**src/hdl/relay_mux_pkg.sv**
```systemverilog
// Constants, command codes and state layout for the relay multiplexer switch control.
package relay_mux_pkg;
  // ==========================================================
  // Sizes and addressing
  localparam int CHAN_COUNT = 48;
  localparam int CHAN_W = 6;
  localparam int ADDR_W = 10;
  localparam int SLOT_W = 4;
  localparam logic [10:0] SLOT_SPAN = 11'h064;
  localparam logic [6:0] BANK_PERIOD = 7'h18;
  localparam logic [6:0] BANK_HALF = 7'h0c;
  localparam logic [6:0] CHAN_LIMIT = 7'h30;
  localparam logic [5:0] CH_LAST = 6'h2f;
  localparam logic [5:0] CH_STEP = 6'h01;
  // ==========================================================
  // Special element channels
  localparam logic [6:0] CH_ISO = 7'h5a;
  localparam logic [6:0] CH_SRC_TREE = 7'h5b;
  localparam logic [6:0] CH_SNS_TREE = 7'h5c;
  localparam logic [6:0] CH_OHMS2 = 7'h5d;
  localparam logic [6:0] CH_OHMS4 = 7'h5e;
  // ==========================================================
  // Tree switch patterns, bit 0 is the first bank
  localparam logic [1:0] TREE_NONE = 2'h0;
  localparam logic [1:0] TREE_BANK0 = 2'h1;
  localparam logic [1:0] TREE_BANK1 = 2'h2;
  // ==========================================================
  // Query answers
  localparam logic [2:0] QS_OPEN = 3'h0;
  localparam logic [2:0] QS_NO_BUS = 3'h1;
  localparam logic [2:0] QS_SENSE = 3'h2;
  localparam logic [2:0] QS_SOURCE = 3'h3;
  localparam logic [2:0] QS_BOTH = 3'h4;
  localparam logic [2:0] QS_CLOSED = 3'h1;
  // ==========================================================
  // Identity codes; both values are arbitrary.
  typedef logic [19:0] resp_t;
  localparam resp_t ID_WITH_TERM = 20'h5a3c1;
  localparam resp_t ID_GENERIC = 20'h5a0ff;
  // ==========================================================
  // Commands
  typedef enum logic [2:0] {
    OP_CLOSE = 3'h0,
    OP_OPEN = 3'h1,
    OP_QUERY = 3'h2,
    OP_IDENT = 3'h3,
    OP_RESET = 3'h4,
    OP_MEASURE = 3'h5,
    OP_SCAN = 3'h6
  } cmd_op_e;
  // ==========================================================
  // Whole module state
  typedef struct packed {
    logic [CHAN_COUNT-1:0] closed;
    logic sel_bank;
    logic iso_cmd;
    logic src_cmd;
    logic sns_cmd;
    logic four_wire;
    logic iso_out;
    logic [1:0] src_out;
    logic [1:0] sns_out;
    logic scan_act;
    logic [CHAN_W-1:0] scan_ch;
    logic id_done;
    resp_t id_code;
    logic resp_valid;
    logic resp_err;
    resp_t resp_data;
  } state_s;
endpackage

```
**src/hdl/relay_mux_ctrl.sv**
```systemverilog
// Switch-state control for the 48-channel relay multiplexer.
`timescale 1ns/100ps
`default_nettype none
module relay_mux_ctrl
  import relay_mux_pkg::*;
(
  // Clock, reset and enable
  input wire logic MCLK_IN,
  input wire logic RESET_IN,
  input wire logic CLK_EN_IN,
  // Environment levels
  input wire logic [SLOT_W-1:0] MY_SLOT_IN,
  input wire logic TERM_PRESENT_IN,
  input wire logic OVERVOLT_IN,
  input wire logic RIBBON_MODE_IN,
  input wire logic SCAN_STEP_KEY_IN,
  // Command from the mainframe controller
  input wire logic CMD_VALID_IN,
  input wire logic [2:0] CMD_OP_IN,
  input wire logic [ADDR_W-1:0] CMD_ADDR_IN,
  // Switch drives
  output logic [CHAN_COUNT-1:0] CHAN_CLOSED_OUT,
  output logic ISO_RELAY_OUT,
  output logic [1:0] SOURCE_TREE_OUT,
  output logic [1:0] SENSE_TREE_OUT,
  output logic SCAN_ACTIVE_OUT,
  output logic [CHAN_W-1:0] SCAN_CHAN_OUT,
  // Answer to the controller
  output logic RESP_VALID_OUT,
  output logic RESP_ERR_OUT,
  output logic [19:0] RESP_DATA_OUT
);

  // ==========================================================
  // Bank map
  logic [CHAN_COUNT-1:0] bank_b_map;
  genvar gi;
  generate
    for (gi = 0; gi < CHAN_COUNT; gi++)
    begin : g_bank
      assign bank_b_map[gi] = ((7'(gi) % BANK_PERIOD) >= BANK_HALF);
    end
  endgenerate

  function automatic logic [CHAN_COUNT-1:0] close_one(input logic [CHAN_COUNT-1:0] cur,
                                                       input logic [CHAN_COUNT-1:0] map,
                                                       input logic bank,
                                                       input logic [CHAN_W-1:0] idx);
    logic [CHAN_COUNT-1:0] mask;
    mask = bank ? map : ~map;
    return (cur & ~mask) | ({{(CHAN_COUNT-1){1'b0}}, 1'b1} << idx);
  endfunction

  // ==========================================================
  // State
  state_s st_ff;
  state_s nxt;
  logic [10:0] base;
  logic [10:0] addr_ext;
  logic in_slot;
  logic [6:0] local_ch;
  logic is_bank_ch;
  logic is_elem;
  logic [CHAN_W-1:0] ch_idx;
  logic ch_bank;
  logic close_v;
  logic sns_on;
  logic src_on;
  cmd_op_e op;

  always_comb
  begin
    nxt = st_ff;
    nxt.resp_valid = 1'b0;
    nxt.resp_err = 1'b0;
    nxt.resp_data = '0;
    op = cmd_op_e'(CMD_OP_IN);
    base = {7'h00, MY_SLOT_IN} * SLOT_SPAN;
    addr_ext = {1'b0, CMD_ADDR_IN};
    in_slot = CMD_VALID_IN && (addr_ext >= base) && (addr_ext < base + SLOT_SPAN);
    local_ch = 7'(addr_ext - base);
    is_bank_ch = local_ch < CHAN_LIMIT;
    is_elem = (local_ch >= CH_ISO) && (local_ch <= CH_OHMS4);
    ch_idx = local_ch[CHAN_W-1:0];
    ch_bank = bank_b_map[ch_idx];
    close_v = (op == OP_CLOSE);
    sns_on = st_ff.sns_out[ch_bank];
    src_on = st_ff.src_out[ch_bank];
    if (!st_ff.id_done)
    begin
      nxt.id_done = 1'b1;
      nxt.id_code = TERM_PRESENT_IN ? ID_WITH_TERM : ID_GENERIC;
    end
    if (st_ff.scan_act && SCAN_STEP_KEY_IN)
    begin
      if (st_ff.scan_ch == CH_LAST)
      begin
        nxt.scan_act = 1'b0;
      end
      else
      begin
        nxt.scan_ch = st_ff.scan_ch + CH_STEP;
        nxt.closed = close_one(st_ff.closed, bank_b_map, bank_b_map[nxt.scan_ch], nxt.scan_ch);
        nxt.sel_bank = bank_b_map[nxt.scan_ch];
      end
    end
    // A command in the same cycle as a key press is applied on top of the step.
    if (in_slot)
    begin
      nxt.resp_valid = 1'b1;
      unique case (op)
        OP_CLOSE, OP_OPEN:
        begin
          if (is_bank_ch && close_v)
          begin
            nxt.closed = close_one(nxt.closed, bank_b_map, ch_bank, ch_idx);
            nxt.sel_bank = ch_bank;
          end
          else if (is_bank_ch)
          begin
            nxt.closed[ch_idx] = 1'b0;
          end
          else if (local_ch == CH_ISO)
          begin
            nxt.iso_cmd = close_v;
          end
          else if (local_ch == CH_SRC_TREE)
          begin
            nxt.src_cmd = close_v;
          end
          else if (local_ch == CH_SNS_TREE)
          begin
            nxt.sns_cmd = close_v;
          end
          else if (local_ch == CH_OHMS2)
          begin
            nxt.src_cmd = close_v;
            nxt.sns_cmd = close_v;
          end
          else if (local_ch == CH_OHMS4)
          begin
            nxt.four_wire = close_v;
          end
          else
          begin
            nxt.resp_err = 1'b1;
          end
        end
        OP_QUERY:
        begin
          if (is_bank_ch)
          begin
            if (!st_ff.closed[ch_idx])
              nxt.resp_data = resp_t'(QS_OPEN);
            else if (sns_on && src_on)
              nxt.resp_data = resp_t'(QS_BOTH);
            else if (src_on)
              nxt.resp_data = resp_t'(QS_SOURCE);
            else if (sns_on)
              nxt.resp_data = resp_t'(QS_SENSE);
            else
              nxt.resp_data = resp_t'(QS_NO_BUS);
          end
          else if (is_elem)
          begin
            unique case (local_ch)
              CH_ISO: nxt.resp_data = resp_t'(st_ff.iso_cmd);
              CH_SRC_TREE: nxt.resp_data = resp_t'(st_ff.src_cmd || st_ff.four_wire);
              CH_SNS_TREE: nxt.resp_data = resp_t'(st_ff.sns_cmd || st_ff.four_wire);
              CH_OHMS2: nxt.resp_data = resp_t'(st_ff.src_cmd && st_ff.sns_cmd);
              default: nxt.resp_data = resp_t'(st_ff.four_wire);
            endcase
          end
          else
          begin
            nxt.resp_err = 1'b1;
          end
        end
        OP_IDENT:
        begin
          nxt.resp_data = nxt.id_code;
        end
        OP_RESET:
        begin
          nxt.closed = '0;
          nxt.iso_cmd = 1'b0;
          nxt.src_cmd = 1'b0;
          nxt.sns_cmd = 1'b0;
          nxt.four_wire = 1'b0;
          nxt.sel_bank = 1'b0;
          nxt.scan_act = 1'b0;
          nxt.scan_ch = '0;
        end
        OP_MEASURE, OP_SCAN:
        begin
          if (is_bank_ch)
          begin
            nxt.closed = close_one(nxt.closed, bank_b_map, ch_bank, ch_idx);
            nxt.sel_bank = ch_bank;
            nxt.iso_cmd = 1'b1;
            nxt.sns_cmd = 1'b1;
            nxt.src_cmd = 1'b0;
            nxt.four_wire = 1'b0;
            nxt.scan_act = (op == OP_SCAN);
            nxt.scan_ch = ch_idx;
          end
          else
          begin
            nxt.resp_err = 1'b1;
          end
        end
        default:
        begin
          nxt.resp_err = 1'b1;
        end
      endcase
    end
    nxt.iso_out = nxt.iso_cmd && !OVERVOLT_IN && !RIBBON_MODE_IN;
    // only the selected bank reaches the buses; 4-wire uses one of each
    if (nxt.four_wire)
    begin
      nxt.sns_out = TREE_BANK0;
      nxt.src_out = TREE_BANK1;
    end
    else
    begin
      nxt.sns_out = !nxt.sns_cmd ? TREE_NONE : (nxt.sel_bank ? TREE_BANK1 : TREE_BANK0);
      nxt.src_out = !nxt.src_cmd ? TREE_NONE : (nxt.sel_bank ? TREE_BANK1 : TREE_BANK0);
    end
  end

  always_ff @(posedge MCLK_IN or posedge RESET_IN)
  begin
    if (RESET_IN)
      st_ff <= '0;
    else if (CLK_EN_IN)
      st_ff <= nxt;
  end

  assign CHAN_CLOSED_OUT = st_ff.closed;
  assign ISO_RELAY_OUT = st_ff.iso_out;
  assign SOURCE_TREE_OUT = st_ff.src_out;
  assign SENSE_TREE_OUT = st_ff.sns_out;
  assign SCAN_ACTIVE_OUT = st_ff.scan_act;
  assign SCAN_CHAN_OUT = st_ff.scan_ch;
  assign RESP_VALID_OUT = st_ff.resp_valid;
  assign RESP_ERR_OUT = st_ff.resp_err;
  assign RESP_DATA_OUT = st_ff.resp_data;

  // ==========================================================
  // Checks
  property p_bank_excl;
    @(posedge MCLK_IN) disable iff (RESET_IN)
    $onehot0(CHAN_CLOSED_OUT & bank_b_map) && $onehot0(CHAN_CLOSED_OUT & ~bank_b_map);
  endproperty
  a_bank_excl: assert property (p_bank_excl) else $error("two channels closed in a bank");

  property p_route;
    @(posedge MCLK_IN) disable iff (RESET_IN)
    (CLK_EN_IN && in_slot && op == OP_MEASURE && is_bank_ch)
      |=> SENSE_TREE_OUT == ($past(ch_bank) ? TREE_BANK1 : TREE_BANK0);
  endproperty
  a_route: assert property (p_route) else $error("sense bus routed to wrong bank");

  property p_iso_elem;
    @(posedge MCLK_IN) disable iff (RESET_IN)
    (CLK_EN_IN && in_slot && op == OP_CLOSE && local_ch == CH_ISO && !OVERVOLT_IN && !RIBBON_MODE_IN)
      |=> ISO_RELAY_OUT;
  endproperty
  a_iso_elem: assert property (p_iso_elem) else $error("relay element did not close");

  property p_ohms2;
    @(posedge MCLK_IN) disable iff (RESET_IN)
    (CLK_EN_IN && in_slot && op == OP_CLOSE && local_ch == CH_OHMS2)
      |=> (SENSE_TREE_OUT != TREE_NONE) && (SOURCE_TREE_OUT != TREE_NONE);
  endproperty
  a_ohms2: assert property (p_ohms2) else $error("2-wire pair not closed");

  property p_ovp;
    @(posedge MCLK_IN) disable iff (RESET_IN)
    (CLK_EN_IN && OVERVOLT_IN) |=> !ISO_RELAY_OUT;
  endproperty
  a_ovp: assert property (p_ovp) else $error("relays closed under overvoltage");

  property p_ribbon;
    @(posedge MCLK_IN) disable iff (RESET_IN)
    (CLK_EN_IN && RIBBON_MODE_IN) |=> !ISO_RELAY_OUT;
  endproperty
  a_ribbon: assert property (p_ribbon) else $error("relays closed in ribbon mode");

  property p_id_fixed;
    @(posedge MCLK_IN) disable iff (RESET_IN)
    st_ff.id_done |=> $stable(st_ff.id_code) && st_ff.id_done;
  endproperty
  a_id_fixed: assert property (p_id_fixed) else $error("identity changed after power-on");

  property p_idle_tree;
    @(posedge MCLK_IN) disable iff (RESET_IN)
    !st_ff.four_wire |-> (SENSE_TREE_OUT & (st_ff.sel_bank ? TREE_BANK0 : TREE_BANK1)) == TREE_NONE;
  endproperty
  a_idle_tree: assert property (p_idle_tree) else $error("unused bank tree closed");

  property p_measure;
    @(posedge MCLK_IN) disable iff (RESET_IN)
    (CLK_EN_IN && in_slot && op == OP_MEASURE && is_bank_ch)
      |=> CHAN_CLOSED_OUT[$past(ch_idx)] && st_ff.iso_cmd;
  endproperty
  a_measure: assert property (p_measure) else $error("measure path not closed");

  property p_foreign;
    @(posedge MCLK_IN) disable iff (RESET_IN)
    (CLK_EN_IN && !in_slot) |=> !RESP_VALID_OUT;
  endproperty
  a_foreign: assert property (p_foreign) else $error("answered foreign address");

  property p_scan_end;
    @(posedge MCLK_IN) disable iff (RESET_IN)
    (CLK_EN_IN && SCAN_ACTIVE_OUT && SCAN_STEP_KEY_IN && SCAN_CHAN_OUT == CH_LAST && !in_slot)
      |=> !SCAN_ACTIVE_OUT && SCAN_CHAN_OUT == CH_LAST;
  endproperty
  a_scan_end: assert property (p_scan_end) else $error("scan did not stop at last channel");

  property p_query_open;
    @(posedge MCLK_IN) disable iff (RESET_IN)
    (CLK_EN_IN && in_slot && op == OP_QUERY && is_bank_ch && !CHAN_CLOSED_OUT[ch_idx])
      |=> RESP_VALID_OUT && RESP_DATA_OUT == resp_t'(QS_OPEN);
  endproperty
  a_query_open: assert property (p_query_open) else $error("open channel not reported 0");

  property p_query_elem;
    @(posedge MCLK_IN) disable iff (RESET_IN)
    (CLK_EN_IN && in_slot && op == OP_QUERY && is_elem) |=> RESP_DATA_OUT <= resp_t'(QS_CLOSED);
  endproperty
  a_query_elem: assert property (p_query_elem) else $error("element query above 1");

  property p_reset_cmd;
    @(posedge MCLK_IN) disable iff (RESET_IN)
    (CLK_EN_IN && in_slot && op == OP_RESET)
      |=> CHAN_CLOSED_OUT == '0 && !ISO_RELAY_OUT && SENSE_TREE_OUT == TREE_NONE && SOURCE_TREE_OUT == TREE_NONE;
  endproperty
  a_reset_cmd: assert property (p_reset_cmd) else $error("reset left a switch closed");

endmodule
`default_nettype wire

```
**config.mk**
```make
export PLATFORM = sky130hd
export DESIGN_NAME = relay_mux_ctrl
export DESIGN_NICKNAME = d
export VERILOG_FILES = /design/src/hdl/relay_mux_pkg.sv /design/src/hdl/relay_mux_ctrl.sv
export SDC_FILE = /design/constraint.sdc
export NUM_CORES = 1
export LEC_CHECK = 0
export BUFFER_PORTS_ARGS = -buffer_cell sky130_fd_sc_hd__clkbuf_2
export CORE_ASPECT_RATIO = 1.2
export CORE_MARGIN = 3
export CORE_UTILIZATION = 30
export CTS_CLUSTER_SIZE = 20
export DETAILED_ROUTE_END_ITERATION = 16
export PLACE_DENSITY_LB_ADDON = 0.25
export RECOVER_POWER = 25
export REMOVE_ABC_BUFFERS = 1
export SYNTH_ARGS = -nofsm -noshare
export SYNTH_HDL_FRONTEND = slang
export SYNTH_SLANG_ARGS = --single-unit
```
**constraint.sdc**
```tcl
create_clock -name MCLK_IN -period 9.9 [get_ports MCLK_IN]
set_clock_uncertainty 0.2 [all_clocks]
set_input_delay 1.98 -clock MCLK_IN [delete_from_list [all_inputs] [get_ports MCLK_IN]]
set_output_delay 1.98 -clock MCLK_IN [all_outputs]
set_load 0.02 [all_outputs]
```
==> impl_metrics.tcl, run 1 <==
set metrics [dict create \
    clkTransAtPathRegs_ps 90 \
    path_cells "clkbuf_2 > ha_1 > ha_1 > inv_1 > fa_1 > xnor2_1 > ha_1 > a211o_1 > o221ai_1 > a221o_1 > nand2_1 > nor2_1 > o21a_1 > a21oi_1" \
    cts_setup_buffers 0 \
    cellPowerDensity_nw_per_um2 197 \
    wl_mm 32.4 \
    synth_enable_flop_cells 0 \
    status "finished with violations" \
    setup_viol_count_final 0 \
    drtIter0Drc 941 \
    p_comb_share_pct 46.0 \
    ctsResizeCount 0 \
    via_count 8519 \
    final_common_cell "nand2_1" \
    drtPass1Iterations 5 \
    synth_cells 1098 \
    ant_nets 0 \
    cts_buffers 9 \
    slowest_delay_ps 900 \
    holdWs_ps 264 \
    grt_max_degree 58 \
    ys_types 80 \
    grt_pass1_wl_mm 50.1 \
    clock-sinks 108 \
    die_y_um 195 \
    switchingPower_uw 867 \
    crit_type "primary input to register" \
    slew_headroom_pct -84.1 \
    critical_path.top_delay_family "compound AO/OA/AOI/OAI gates" \
    finalNonFillerCells 1477 \
    maxCapViolCount 2 \
    wl_per_cell_um 22.0 \
    start_util_pct 30.7 \
    worst_slew_pin_slew_ps 2760 \
    hpwl_mm 23.2 \
    grt_pass1_vias 8330 \
    worstPathMaxFanout 24 \
    fin_crit_ps 6360 \
    area_growth_syn_to_layout_pct 6.09 \
    worstSetupStartpointType "primary input" \
    gp_congestion 0.933 \
    cts-hold-fix-buffers 0 \
    power.internal_uw 1000 \
    cts_buffer_depth 2 \
    cts_max_level 3 \
    clockRootBuffer "clkbuf_16" \
    leakage_uw 0.00373 \
    nets 1145 \
    num_io_pins 107 \
    synth_seq_cells 108 \
    critPathCaptureType "register" \
    finalSetupTns_ps 0 \
    clkLatencyLatePin_ps 370 \
    rsz0062_at_grt "no" \
    clock_power_share_pct 21.3 \
    power_uw 1870 \
    core_area_um2 29100 \
    hp-class "register to register" \
    fillers 3179 \
    vias_per_cell 5.77 \
    die_x_um 164 \
    diodes 0 \
    crit_slowest_cell "o21a_1" \
    dieArea_um2 31900 \
    irDropWorstVdd_mv 0.0841 \
    cp.arrival_ps 6370 \
    port_buffers 106 \
    cts_tree "done" \
    required_ps 9900 \
    grt_use_total_pct 20.1 \
    swShare_pct 46.4 \
    finalCritPeriodShare_pct 64.3 \
    path_common_cell "ha_1" \
    r2r_slack_ps 5320 \
    rows 68 \
    avgSynthCellArea_um2 8.14 \
    cp_num_buf_inv 2 \
    grt_antenna_before_repair 0 \
    mostFrequentLayoutCells "nand2_1 (142), a21oi_1 (131), dfrtp_1 (108), clkbuf_2 (83), o21ai_0 (63)" \
    fmax_mhz 157 \
    drive_gt1_share_pct 14.2 \
    placedCellCount 1461 \
    slew_viol_final 111 \
    ys.warnings.count 0 \
    yosysSeqAreaShare_pct 30.2 \
    synth-async-reset-ratio_pct 100 \
    finalHoldViolCount 0 \
    violations "max-capacitance violations, max-slew violations" \
    synth_flop_cell "dfrtp_1" \
    drc 0 \
    p_seq_share_pct 32.7 \
    synth_area_um2 8930 \
    grt_remaining_overflow 0 \
]
[area by class of cell]
type / count / area (um2) / share of cell area [%]
clock buffer: 9 / 225 / 2.38
clock inverter: 7 / 88.8 / 0.937
inverter: 40 / 151 / 1.60
multi-input combinational: 809 / 5230 / 55.2
sequential: 108 / 2700 / 28.5
tap: 385 / 482 / 5.08
timing repair buffer: 119 / 599 / 6.32
[registers in the layout, summed over array words and instances, names as in the netlist, 2 cells and up]
register	count
CHAN_CLOSED_OUT	48
SENSE_TREE_OUT	2
st_ff	26
RESP_DATA_OUT	20
SOURCE_TREE_OUT	2
SCAN_CHAN_OUT	6
[cell families (layout without fill, tap and decap cells)]
logic type,Yosys count,in the layout,synth area share (%)
AO/OA/AOI/OAI,387,387,28.3
AND/OR/NAND/NOR,347,347,18.7
buffers and inverters,181,175,11.4
flip-flops,108,108,30.2
adder cells (fa/ha/maj),33,33,4.79
XOR/XNOR,22,22,2.24
multiplexers,20,20,4.37
[power by group through the flow]
stage / combinational, uW / sequential (uW) / clock, uW
global route: 929 / 624 / 425
finish: 859 / 611 / 399
CTS: 854 / 610 / 409
floorplan: 483 / 668 / 0
global placement: 844 / 618 / 0
detailed placement: 850 / 618 / 0
[worst paths after layout]
kind	from	depth (start not counted)	to
setup / recovery	MY_SLOT_IN[0]	14	CHAN_CLOSED_OUT[17]$_DFFE_PP0P_
hold / removal	st_ff[22]$_DFFE_PP0P_	1	st_ff[22]$_DFFE_PP0P_
setup reg to reg	SCAN_CHAN_OUT[0]$_DFFE_PP0P_	9	CHAN_CLOSED_OUT[47]$_DFFE_PP0P_
hold reg to reg	st_ff[22]$_DFFE_PP0P_	1	st_ff[22]$_DFFE_PP0P_
max in group asynchronous	RESET_IN	3	SCAN_CHAN_OUT[2]$_DFFE_PP0P_
min in group asynchronous	RESET_IN	2	st_ff[39]$_DFFE_PP0P_
[synth_stat cells, types with 7 or more instances]
master / count / area [um2]
a21oi_1: 131 / 656
buf_4: 80 / 601
ha_1: 31 / 388
nand2b_1: 14 / 87.6
a211oi_1: 7 / 52.6
clkbuf_1: 39 / 146
o21ai_0: 63 / 315
and2_1: 37 / 231
nor4_1: 9 / 56.3
nand3_1: 16 / 80.1
nor3_1: 25 / 125
o211ai_1: 29 / 218
buf_2: 16 / 80.1
inv_1: 38 / 143
xor2_1: 9 / 78.8
o32ai_1: 9 / 78.8
nor2_1: 62 / 233
o31ai_1: 9 / 67.6
dfrtp_1: 108 / 2700
and3_1: 7 / 43.8
o21a_1: 12 / 90.1
nand2_1: 142 / 533
a22o_1: 14 / 123
o2bb2ai_1: 10 / 87.6
xnor2_1: 12 / 105
a22oi_1: 16 / 120
mux4_2: 15 / 338
o22ai_1: 22 / 138
[per-stage QoR]
step / util (%) / instance area, um2 / setup slack [ps]
after global routing: 32.6 / 9480 / 3130
after floorplan: - / 8070 / 4050
final: 32.6 / 9480 / 3540
after CTS: 32.7 / 9510 / 3600
after global placement: 31.6 / 9200 / 3380
after detailed placement: 31.6 / 9200 / 3210
[per-layer routing]
layer | global-route usage (%) | share of wire (%)
met1 | 26.1 | 42
met2 | 33.8 | 48
met3 | 2.61 | 6.1
met4 | 7.77 | 3.8
met5 | 0 | 0
(Power assumes the default switching activity.)
==> run 2: changes to the inputs <==
- ABC_AREA: default -> 1
- clock period: 9.9 -> 6.25 ns (I/O delays scaled with it)
==> impl_metrics.tcl, run 2 <==
set metrics [dict create \
    status "finished with violations" \
    violations "max-capacitance violations, max-slew violations" \
    path_cells "clkbuf_2 > ha_1 > ha_1 > inv_1 > fa_1 > xor2_1 > nor2_1 > inv_1 > nand2_1 > ha_1 > nand2_1 > inv_1 > nand2_1 > nand3_1 > nand2_1 > a21oi_2 > nor2_8 > nand3_2 > nor2_1 > nor2_1 > a21oi_1" \
    slowest_delay_ps 530 \
    ant_nets 0 \
    grt_pass1_vias 10300 \
    reg2regPathDepth 19 \
    hpwl_mm 26.4 \
    grt_remaining_overflow 0 \
    drc 0 \
    holdWs_ps 272 \
    port_buffers 106 \
    leakage_uw 0.00527 \
    worstPathMaxFanout 25 \
    synthTopCellsByArea "dfrtp_1 (27%), nand2_1 (18%), nor2_1 (7.3%), nand3_1 (6.4%), buf_4 (6.1%)" \
    cp_num_cells 21 \
    start_util_pct 30.5 \
    wl_per_cell_um 18.1 \
    met2_usage_pct 34.5 \
    grt_use_total_pct 20.5 \
    rsz0062_at_grt "no" \
    reg2reg_to "SOURCE_TREE_OUT[0]$_DFFE_PP0P_" \
    clock-sinks 108 \
    finalSetupTns_ps 0 \
    met1_usage_pct 26.5 \
    required_ps 6360 \
    irDropWorstVdd_mv 0.163 \
    wl_mm 37.5 \
    drtPass1Iterations 6 \
    critical_path.endpoint "CHAN_CLOSED_OUT[42]$_DFFE_PP0P_" \
    diodes 0 \
    clkTransAtPathRegs_ps 90 \
    finalHoldViolCount 0 \
    cellPowerDensity_nw_per_um2 339 \
    yosysMostFrequentCell "nand2_1" \
    dieArea_um2 36000 \
    cts_tree "done" \
    cts-hold-fix-buffers 0 \
    synth_cells 1639 \
    crit_slowest_cell "nand3_2" \
    largest_register_ffs 48 \
    cp_num_buf_inv 4 \
    synth_flop_cell "dfrtp_1" \
    path_common_cell "nand2_1" \
    critical_path.top_delay_family "simple AND/OR/NAND/NOR gates" \
    cts_max_level 3 \
    area_growth_syn_to_layout_pct 5.55 \
    drive_gt1_share_pct 11.8 \
    ctsResizeCount 0 \
    fillers 3737 \
    nets 1674 \
    slew_headroom_pct -101 \
    yosysTopAreaCell "dfrtp_1" \
    fin_crit_ps 4580 \
    regArea_um2 2700 \
    die_y_um 207 \
    ys_types 49 \
    yosysSeqAreaShare_pct 26.7 \
    groute.layer.met3.usage_pct 3.40 \
    core_area_um2 33200 \
    power_uw 3630 \
    worst_slew_pin_slew_ps 3000 \
    rows 73 \
    cts_buffer_depth 2 \
    worstSetupStartpointType "primary input" \
    grt_max_degree 83 \
    vias_per_cell 5.14 \
    reg2reg_from "SCAN_CHAN_OUT[0]$_DFFE_PP0P_" \
    grt_antenna_before_repair 0 \
    clockRootBuffer "clkbuf_16" \
    synth.top_cells.by_count "nand2_1 (480), nor2_1 (197), inv_1 (158)" \
    drtIter0Drc 1004 \
    synth_enable_flop_cells 0 \
    multi_input_area_um2 5820 \
    fmax_mhz 218 \
    busiest_layer "met2" \
    synth_top_area_share_pct 26.7 \
    clkLatencyLatePin_ps 380 \
    startpoint "MY_SLOT_IN[0]" \
    maxCapViolCount 1 \
    r2r_slack_ps 2280 \
    crit_type "primary input to register" \
    slew_viol_final 67 \
    cp.arrival_ps 4690 \
    synth_area_um2 10100 \
    synth-async-reset-ratio_pct 100 \
    holdCritStartpoint "st_ff[22]$_DFFE_PP0P_" \
    setup_viol_count_final 0 \
    grt_pass1_wl_mm 59.5 \
    mostFrequentLayoutCells "nand2_1 (480), nor2_1 (197), inv_1 (156), nand3_1 (129), o21ai_0 (109)" \
    hp-class "register to register" \
    cts_buffers 9 \
    cts_setup_buffers 0 \
    avgSynthCellArea_um2 6.19 \
    via_count 10600 \
    gp_congestion 0.914 \
    synth_seq_cells 108 \
    final_common_cell "nand2_1" \
    finalCritPeriodShare_pct 73.3 \
    die_x_um 174 \
    critPathCaptureType "register" \
    ys.warnings.count 0 \
    num_io_pins 107 \
]
==> run 2: cell count changes after synthesis, moves of 27 or more <==
cell / delta
and2_1: -37
inv_1: +120
nor2_1: +135
nand4_1: +28
o21ai_0: +46
o211ai_1: -27
a21oi_1: -58
nand2_1: +338
nand3_1: +113
==> run 2: metrics by stage <==
stage / cell area [um2] / setup slack, ps / util [%] / std cells
detailed placement: 10400 / 1280 / 31.2 / 2055
finish: 10700 / 1670 / 32.2 / 2071
floorplan: 9190 / 723 / - / 1485
global route: 10700 / 1220 / 32.2 / 2071
global placement: 10400 / 1280 / 31.2 / 2055
CTS: 10700 / 1670 / 32.2 / 2071
==> run 2: worst reg2reg max path, cell delays in order, from the launching register on <==
cell and delay [ps]:
dfrtp_1 500, ha_1 280, nand2_1 70, inv_1 50
nor2_2 280, nand3_1 120, nand2_1 80, nand2_1 50
nand2_1 50, nand2_1 420, nand2_1 940, nand2_1 220
nand2_1 110, nand2_1 50, nand2_1 70, nand2_1 60
nand2_2 120, nor2_2 50, nand2_1 90, nand2_1 50
==> run 2: routing by layer <==
layer	up-vias	routed length [um]
li1	5165	-
met1	4970	16000
met2	423	17700
met3	83	2400
met4	0	1430
met5	-	0
==> run 2: power by group <==
part / switching [uW] / internal (uW) / leakage [uW]
Sequential: 241 / 875 / 0.00136
Clock: 340 / 327 / 0.000160
Combinational: 1320 / 523 / 0.00376
Total: 1900 / 1730 / 0.00527
==> run 2: worst min path at each step <==
stage / slack [ps] / to / cells after the start
after floorplan: 230 / st_ff[22]$_DFFE_PP0P_ / 1
after global placement: 250 / st_ff[23]$_DFFE_PP0P_ / 2
after detailed placement: 250 / st_ff[37]$_DFFE_PP0P_ / 1
after CTS: 270 / st_ff[37]$_DFFE_PP0P_ / 1
after global routing: 290 / st_ff[40]$_DFFE_PP0P_ / 1
final: 270 / st_ff[22]$_DFFE_PP0P_ / 1
==> run 2: cell type report <==
type,count,share of cell area [%]
sequential,108,25.3
clock inverter,7,0.959
timing repair buffer,120,5.83
multi-input combinational,1203,54.4
tap,450,5.26
inverter,174,6.18
clock buffer,9,2.10
==> run 2: kinds of logic (layout without fill, tap and decap cells) <==
kind of cell,Yosys count,after routing,synth area share [%]
adder cells (fa/ha/maj),33,33,4.22
XOR/XNOR,5,5,0.432
buffers and inverters,328,310,15.9
AND/OR/NAND/NOR,895,895,37.8
flip-flops,108,108,26.7
multiplexers,1,1,0.111
AO/OA/AOI/OAI,269,269,14.8
